### config.mk
export PLATFORM = sky130hd
export DESIGN_NAME = period_match_timer_8bit
export DESIGN_NICKNAME = d
export VERILOG_FILES = /design/src/tick_divider.v /design/src/period_match_timer_8bit.v
export VERILOG_INCLUDE_DIRS = /design/src /design/src/src
export SDC_FILE = /design/constraint.sdc
export NUM_CORES = 1
export LEC_CHECK = 0
export BUFFER_PORTS_ARGS = -buffer_cell sky130_fd_sc_hd__buf_2
export CORE_UTILIZATION = 55
export CTS_BUF_LIST = sky130_fd_sc_hd__clkbuf_8
export DETAILED_ROUTE_END_ITERATION = 16
export GPL_TIMING_DRIVEN = 0
export PLACE_DENSITY = 0.83
export SYNTH_ARGS = -nofsm -noshare
export SYNTH_HDL_FRONTEND = slang
export SYNTH_SLANG_ARGS = --single-unit
export TNS_END_PERCENT = 5
### constraint.sdc
create_clock -name clk_i -period 4.35 [get_ports clk_i]
set_input_delay 0.435 -clock clk_i [delete_from_list [all_inputs] [get_ports clk_i]]
set_output_delay 0.435 -clock clk_i [all_outputs]
set_load 0.1 [all_outputs]
### src/period_timer_map.vh
`ifndef PERIOD_TIMER_MAP_VH
`define PERIOD_TIMER_MAP_VH

// Register word indices, byte address is index times four
`define REG_COUNT 3'h0
`define REG_PERIOD 3'h1
`define REG_CONTROL 3'h2
`define REG_STATUS 3'h3
`define REG_MASK 3'h4

// Control field positions
`define CTL_PRE_LSB 0
`define CTL_PRE_MSB 1
`define CTL_RUN_BIT 2
`define CTL_POST_LSB 3
`define CTL_POST_MSB 6

// Reset values
`define COUNT_RST 8'h00
`define PERIOD_RST 8'hff
`define CONTROL_RST 7'h00

// Instruction clock is the system clock divided by this
`define INSTR_DIV 4

`endif

### src/tick_divider.v
`timescale 1ns/1ps
// Free running divider of the system clock giving the instruction tick
module tick_divider #(
    parameter DIV = 4
) (
    input wire clk_i,
    input wire rst_i,
    output wire tick_o
);
    reg [7:0] cnt_r;

    assign tick_o = (cnt_r == DIV[7:0] - 8'h01);

    always @(posedge clk_i) begin
        if (rst_i) begin
            cnt_r <= 8'h00;
        end else if (tick_o) begin
            cnt_r <= 8'h00;
        end else begin
            cnt_r <= cnt_r + 8'h01;
        end
    end
endmodule // tick_divider

### src/period_match_timer_8bit.v
// Added by the designer: the Wishbone interface to the registers and the address map.
`timescale 1ns/1ps
`include "period_timer_map.vh"
module period_match_timer_8bit (
    input wire clk_i,
    input wire rst_i,
    input wire wb_cyc_i,
    input wire wb_stb_i,
    input wire wb_we_i,
    input wire [4:0] wb_adr_i,
    input wire [3:0] wb_sel_i,
    input wire [31:0] wb_dat_i,
    output reg [31:0] wb_dat_o,
    output wire wb_ack_o,
    output wire wb_err_o,
    output wire irq_o,
    output reg period_match_o
);
    reg ack_r;
    reg mapped_q;
    reg [7:0] timer_count_r;
    reg [7:0] timer_count_nxt;
    reg [7:0] timer_period_r;
    reg [6:0] timer_control_r;
    reg [5:0] pre_cnt_r;
    reg [5:0] pre_cnt_nxt;
    reg [3:0] post_cnt_r;
    reg [3:0] post_cnt_nxt;
    reg period_match_flag_r;
    reg irq_mask_r;
    reg [31:0] rd_data;
    reg pre_pulse;
    reg post_pulse;
    reg match_now;
    wire instr_tick;
    wire req;
    wire wr_ok;
    wire mapped;
    wire [2:0] word_idx;
    wire timer_run;
    wire [1:0] prescale_select;
    wire [3:0] postscale_select;

    // Prescale terminal count for a select code
    function [5:0] pre_last;
        input [1:0] sel;
        begin
            case (sel)
                2'h0: pre_last = 6'h00;
                2'h1: pre_last = 6'h03;
                2'h2: pre_last = 6'h0f;
                default: pre_last = 6'h3f;
            endcase
        end
    endfunction

    tick_divider #(
        .DIV(`INSTR_DIV)
    ) u_tick (
        .clk_i(clk_i),
        .rst_i(rst_i),
        .tick_o(instr_tick)
    );

    assign word_idx = wb_adr_i[4:2];
    assign req = wb_cyc_i & wb_stb_i & ~ack_r;
    assign mapped = (word_idx <= `REG_MASK);
    assign wr_ok = req & mapped & wb_we_i & wb_sel_i[0];
    assign wb_ack_o = ack_r & mapped_q;
    assign wb_err_o = ack_r & ~mapped_q;

    assign timer_run = timer_control_r[`CTL_RUN_BIT];
    assign prescale_select = timer_control_r[`CTL_PRE_MSB:`CTL_PRE_LSB];
    assign postscale_select = timer_control_r[`CTL_POST_MSB:`CTL_POST_LSB];

    wire wr_count = wr_ok & (word_idx == `REG_COUNT);
    wire wr_period = wr_ok & (word_idx == `REG_PERIOD);
    wire wr_control = wr_ok & (word_idx == `REG_CONTROL);
    wire wr_status = wr_ok & (word_idx == `REG_STATUS);
    wire wr_mask = wr_ok & (word_idx == `REG_MASK);

    // Timer next state
    always @* begin
        timer_count_nxt = timer_count_r;
        pre_cnt_nxt = pre_cnt_r;
        post_cnt_nxt = post_cnt_r;
        pre_pulse = 1'b0;
        post_pulse = 1'b0;
        match_now = (timer_count_r == timer_period_r);
        if (timer_run && instr_tick) begin
            if (pre_cnt_r >= pre_last(prescale_select)) begin
                pre_cnt_nxt = 6'h00;
                pre_pulse = 1'b1;
            end else begin
                pre_cnt_nxt = pre_cnt_r + 6'h01;
            end
        end
        if (pre_pulse) begin
            if (match_now) begin
                timer_count_nxt = 8'h00;
                if (post_cnt_r >= postscale_select) begin
                    post_cnt_nxt = 4'h0;
                    post_pulse = 1'b1;
                end else begin
                    post_cnt_nxt = post_cnt_r + 4'h1;
                end
            end else begin
                timer_count_nxt = timer_count_r + 8'h01;
            end
        end
        if (wr_count || wr_control) begin
            pre_cnt_nxt = 6'h00;
            post_cnt_nxt = 4'h0;
        end
        // software count write wins over counting
        // control write does not touch count
        if (wr_count) begin
            timer_count_nxt = wb_dat_i[7:0];
        end
    end

    always @(posedge clk_i) begin
        if (rst_i) begin
            timer_count_r <= `COUNT_RST;
            timer_period_r <= `PERIOD_RST;
            timer_control_r <= `CONTROL_RST;
            pre_cnt_r <= 6'h00;
            post_cnt_r <= 4'h0;
            period_match_flag_r <= 1'b0;
            irq_mask_r <= 1'b0;
            period_match_o <= 1'b0;
        end else begin
            timer_count_r <= timer_count_nxt;
            pre_cnt_r <= pre_cnt_nxt;
            post_cnt_r <= post_cnt_nxt;
            period_match_o <= pre_pulse & match_now;
            if (wr_period) begin
                timer_period_r <= wb_dat_i[7:0];
            end
            if (wr_control) begin
                timer_control_r <= wb_dat_i[6:0];
            end
            if (wr_mask) begin
                irq_mask_r <= wb_dat_i[0];
            end
            if (post_pulse) begin
                period_match_flag_r <= 1'b1;
            end else if (wr_status && wb_dat_i[0]) begin
                period_match_flag_r <= 1'b0;
            end
        end
    end

    assign irq_o = period_match_flag_r & irq_mask_r;

    // Read mux
    always @* begin
        rd_data = 32'h00000000;
        case (word_idx)
            `REG_COUNT: rd_data[7:0] = timer_count_r;
            `REG_PERIOD: rd_data[7:0] = timer_period_r;
            `REG_CONTROL: rd_data[6:0] = timer_control_r;
            `REG_STATUS: rd_data[0] = period_match_flag_r;
            `REG_MASK: rd_data[0] = irq_mask_r;
            default: rd_data = 32'h00000000;
        endcase
    end

    // Ack one cycle after request, dropped the cycle after
    always @(posedge clk_i) begin
        if (rst_i) begin
            ack_r <= 1'b0;
            mapped_q <= 1'b0;
            wb_dat_o <= 32'h00000000;
        end else begin
            ack_r <= req;
            mapped_q <= mapped;
            if (req) begin
                wb_dat_o <= rd_data;
            end
        end
    end
endmodule // period_match_timer_8bit

-- Word-level counts from Yosys, hierarchy flattened
Cells that the tools add are included.
- input port bits: 46
- flip-flop bits (word level): 54
- output and inout bits: 36
- logic and storage cells: 70
- magnitude comparators: 3
- add/subtract/negate cells: 4
- bitwise operators: 16
- eq/ne operators: 8
- reduce and logical (&&, ||, !) cells: 10
- multiplexer cells: 17
- operator list (operator ; count):
    $pmux W6 S3 ; 2
    $mux W8 ; 3
    $add A8 B1 Y8 const B ; 2
    $and A1 B1 Y1 ; 14
    $mux W6 ; 2
    $eq A8 B2 Y1 const B ; 1
    $eq A8 B8 Y1 ; 1
    $mux W1 ; 7
    $add A6 B1 Y6 const B ; 1
    $eq A3 B2 Y1 const B ; 2
    $ge A6 B6 Y1 ; 1
    $pmux W1 S5 ; 1
    $add A4 B1 Y4 const B ; 1
    $ge A4 B4 Y1 ; 1
    $mux W4 ; 1
    $reduce_bool A2 Y1 ; 2
    $reduce_or A2 Y1 ; 2
    $eq A3 B1 Y1 const B ; 1
    $eq A3 B3 Y1 const B ; 1
    $le A3 B3 Y1 const B ; 1
    $logic_not A3 Y1 ; 1
    $eq A2 B1 Y1 const B ; 1
    $eq A2 B2 Y1 const B ; 1
    $logic_and A1 B1 Y1 ; 2
    5 further kinds ; 6

-- Longest topological paths before layout
- word-level depth: 9
- depth in mapped cells: 10
- gate-level depth less buffers: 8

-- Cells and area by module
A second synthesis with hierarchy kept.
- cell total of the unflattened synthesis: 356
- area total of the unflattened synthesis: 3116.7 µm²
- modules (own cells, without submodules) (module ; cells an instance ; seq. area each (µm²) ; times used ; area an instance (µm²)):
    period_match_timer_8bit ; 318 ; 920.9 ; 1 ; 2753.9
    tick_divider ; 38 ; 160.2 ; 1 ; 362.8

-- Worst setup path before layout
No wires, ideal clock.
- path kind: reg-to-reg
- start point: reg timer_control_r[1]
- end point: reg timer_count_r[7]
- slack: 2001 ps
- path buffers: 1
- clock period less this slack: 2349 ps
- required time: 4275 ps
- arrival time: 2274 ps
- stages on the path, launching flop included: 10
- library setup time: 75 ps
- cell sequence: dfxtp_1 buf_4 or2_2 ha_1 nand2b_1 a2111oi_4 a211oi_4 nand2_4 or4_1 a31oi_1
- longest elaborated chain between the ends: 7
- elaborated cells on any way between the ends: 9
- those cells by class: order compare (1); eq/ne (2); mux (4); reduce/logical (2)
- ends and longest elaborated chain (item ; RTL line ; source):
    from (decl) ; period_match_timer_8bit.v:24 ; reg [6:0] timer_control_r;
    from (signal assigned) ; period_match_timer_8bit.v:126 ; timer_control_r <= `CONTROL_RST;
    from (signal assigned) ; period_match_timer_8bit.v:141 ; timer_control_r <= wb_dat_i[6:0];
    $eq A2 B2 Y1 (tied with other cells) ; period_match_timer_8bit.v:48 ; case (sel)
    $pmux W6 S3 (*) ; period_match_timer_8bit.v:48 ;
    $mux W6 (*) ; period_match_timer_8bit.v:90 ; if (timer_run && instr_tick) begin
    $ge A6 B6 Y1 (*) ; period_match_timer_8bit.v:91 ; if (pre_cnt_r >= pre_last(prescale_select)) begin
    $mux W1 (*) ; period_match_timer_8bit.v:91 ;
    $mux W1 (*) ; period_match_timer_8bit.v:90 ;
    $reduce_bool A2 Y1 (no source line) (*) ; -- ;
    to (signal assigned) ; period_match_timer_8bit.v:124 ; timer_count_r <= `COUNT_RST;
    to (signal assigned) ; period_match_timer_8bit.v:133 ; timer_count_r <= timer_count_nxt;
    to (decl) ; period_match_timer_8bit.v:21 ; reg [7:0] timer_count_r;
Every way passes the cells marked *; elsewhere a longest branch is shown, timed or not. The select of a mux whose other input is x is not followed.
A chain may end at the register's enable or synchronous reset.

-- Worst setup path in the final report
- start point: reg timer_control_r[1]
- end point: reg post_cnt_r[2]
- longest elaborated chain between the ends: 7
- elaborated cells on any way between the ends: 9
- those cells by class: order compare (1); eq/ne (2); mux (4); reduce/logical (2)
- ends and longest elaborated chain (item ; RTL line ; source):
    $eq A2 B2 Y1 (tied with other cells) ; period_match_timer_8bit.v:48 ;
    $pmux W6 S3 (*) ; period_match_timer_8bit.v:48 ;
    $mux W6 (*) ; period_match_timer_8bit.v:90 ;
    $ge A6 B6 Y1 (*) ; period_match_timer_8bit.v:91 ;
    $mux W1 (*) ; period_match_timer_8bit.v:91 ;
    $mux W1 (*) ; period_match_timer_8bit.v:90 ;
    $reduce_and A2 Y1 (no source line) (*) ; -- ;
    to (signal assigned) ; period_match_timer_8bit.v:135 ; post_cnt_r <= post_cnt_nxt;
    to (decl) ; period_match_timer_8bit.v:27 ; reg [3:0] post_cnt_r;
Marked as above.

==> flow_metrics.tcl <==
set metrics [dict create \
    fmax_mhz 371 \
    ys_types 52 \
    route.detailed.drc 0 \
    pin_count 82 \
    diodes 0 \
    ant_nets 0 \
    ir_drop_uv 220 \
    multiInputGateArea_um2 1810 \
    final_layout_size_suffix_gt1_share_pct 17.7 \
    die_x_um 77.2 \
    ys_seq_area_share_pct 34.7 \
    cts_max_path_buffers 2 \
    synthToLayoutAreaGrowth_pct 13.4 \
    clkSinkCount 54 \
    dp_cells 482 \
    wire_per_inst_um 13.6 \
    htree_levels 2 \
    drtIter0Drc 179 \
    ctsHoldBuffers 0 \
    rsz0062_at_grt "no" \
    grt_pass1_wl_mm 11.4 \
    syn_area_per_cell_um2 8.62 \
    crit_path_max_fanout 9 \
    p_comb_share_pct 19.1 \
    grt_pass1_vias 2460 \
    end_kind "flip-flop" \
    crit_arrival_ps 2950 \
    synthArstFlopShare_pct 0 \
    utilization_pct 64.5 \
    powerDensity_nw_per_um2 297 \
    clkPwrFrac_pct 31.8 \
    p_seq_share_pct 49.1 \
    viasPerCell 5.43 \
    dr_total_vias 2663 \
    firstDrtPassIters 5 \
    internal_power_mw 0.720 \
    hp-class "in -> reg" \
    finClkSkew_ps 6.38 \
    ys_ff_latch 54 \
    grt_start_max_net_pins 17 \
    synth-edff-count 0 \
    grtUsageTotal_pct 23.9 \
    yosysMostFrequentCell "dfxtp_1" \
    clkLatencyLatePin_ps 310 \
    synth_top_cell_area_share_pct 34.7 \
    postCtsSetupBuffers 0 \
    finalCriticalPeriod_ps 2700 \
    synth_top_area_cell "dfxtp_1" \
    rows 27 \
    required_ps 4600 \
    yosys-top-cells-area "dfxtp_1 35%, buf_4 6.0%, mux2i_1 5.8%" \
    portBuffers 26 \
    setup_viol 0 \
    power_switching_mw 0.327 \
    final_cells 490 \
    synth_cells 361 \
    fillers 496 \
    dp.final_hpwl_mm 4.94 \
    cts_buffers 5 \
    fin_setup_tns_ps 0 \
    die_height_um 77.2 \
    root_buffer "clkbuf_8" \
    gp_congestion 0.848 \
    switching_share_pct 31.3 \
    grt-ovfl-total 0 \
    clk_pin_slew_ps 90 \
    fin_ws_ps 1650 \
    die_area_um2 5960 \
    slew_violations 0 \
    path_class "reg -> reg" \
    reg2reg_slack_ps 1650 \
    tightest_slew_ps 890 \
    synth_warnings 0 \
    netlist_top_cells_count "54 x dfxtp_1, 38 x nor2_1, 25 x buf_4, 24 x nand2_1, 18 x mux2i_1" \
    fin_crit_sh_pct 62.0 \
    grt_antenna_before_repair 0 \
    slew_headroom_pct 40.5 \
    start_util_pct 56.9 \
    start_kind "flip-flop" \
    finalHoldViolCount 0 \
    maxCapViolations 0 \
    syn_area_um2 3110 \
    p_leak_nw 1.40 \
    cts_resized 0 \
    synth_flop_cell "dfxtp_1" \
    ff_latch_area_um2 1080 \
    dp_slack_ps 1710 \
    core_area_um2 5470 \
    cts_tree "built" \
    routed_wl_mm 6.66 \
    layout.nets 475 \
    status "finished, final reports clean" \
]
## flip-flops by register name (all words and copies together), names as in the netlist, 4 cells and up
name and flops:
post_cnt_r 4, pre_cnt_r 6, timer_control_r 7, timer_count_r 8, timer_period_r 8, u_tick.cnt_r 8
wb_dat_o 8
## layer usage
layer	vias to the layer above	part of all wire, %	wire length [µm]	track usage (%)
li1	1333	-	-	-
met1	1234	44	2920	29.0
met2	83	49	3290	41.8
met3	13	4.9	323	3.81
met4	0	1.9	124	9.62
met5	-	0	0	0
## power by group through the flow
stage               Sequential (mW)  Combinational [mW]  Clock [mW]
CTS                           0.514               0.199       0.340
detailed placement            0.526               0.199           0
global placement              0.525               0.197           0
global route                  0.516               0.211       0.361
finish                        0.514               0.200       0.333
floorplan                     0.535               0.161           0
## area by class of cell
class / count / area share [%]
clock inverters: 3 / 1.17
clock buffers: 5 / 1.95
multi-input cells: 278 / 51.3
well taps: 72 / 2.55
plain buffers: 42 / 7.66
inverters: 10 / 1.06
repair buffers: 26 / 3.69
flip-flops and latches: 54 / 30.6
## per-stage QoR
| step | total power, mW | hold slack [ps] | cell area (µm²) |
|---|---|---|---|
| floorplan | 0.696 | 438 | 3200 |
| global route | 1.09 | 352 | 3530 |
| finish | 1.05 | 342 | 3530 |
| global placement | 0.722 | 455 | 3420 |
| detailed placement | 0.724 | 468 | 3420 |
| CTS | 1.05 | 336 | 3530 |
## cell usage in the layout, fill, tap and decap left out, drive strengths merged, types with 2 or more instances in the layout
master / n
a31oi: 4
mux2i: 18
nand3: 16
a22oi: 6
a211oi: 8
a21oi: 11
a21o: 5
nor3b: 2
xnor2: 10
a311oi: 2
nand2b: 4
nor2b: 12
nand3b: 2
ha: 12
or3: 6
a211o: 8
and3: 4
buf: 58
inv: 11
clkbuf: 14
nand2: 25
o211ai: 4
xor2: 10
and2: 4
nor4b: 2
dfxtp: 54
nand4b: 2
nor2: 38
nor3: 9
conb: 24
or4: 3
nand4: 5
or2: 2
o21ai: 13
## critical path: stages, from the launching register on
cell and delay [ps]:
dfxtp_1 310, buf_4 150, or2_2 290, ha_1 270
nand2b_1 210, a211oi_1 120, o21ai_2 420, nand3_2 250
or4_1 470, a21oi_1 140
## worst paths after layout
kind                                    from  cells after the start                              to
max          timer_control_r[1]$_SDFFE_PP0P_                      9      post_cnt_r[2]$_SDFFE_PP0P_
min reg2reg       u_tick.cnt_r[0]$_SDFF_PP0_                      1      u_tick.cnt_r[0]$_SDFF_PP0_
max reg2reg  timer_control_r[1]$_SDFFE_PP0P_                      9      post_cnt_r[2]$_SDFFE_PP0P_
min                              wb_dat_i[7]                      2  timer_period_r[7]$_SDFFE_PP1P_
## logic make-up (layout without fill, tap and decap cells)
group                    count (synthesis)  in the layout  share of synthesized area (%)
XOR/XNOR                                20             20                           5.63
flip-flops                              54             54                           34.7
adder cells (fa/ha/maj)                 12             12                           4.82
buffers and inverters                   52             86                           9.89
other                                    1             24                          0.121
AO/OA/AOI/OAI                           66             66                           15.4
AND/OR/NAND/NOR                        138            138                           23.6
multiplexers                            18             18                           5.79
Note: power is estimated with default switching activity, not from simulation.
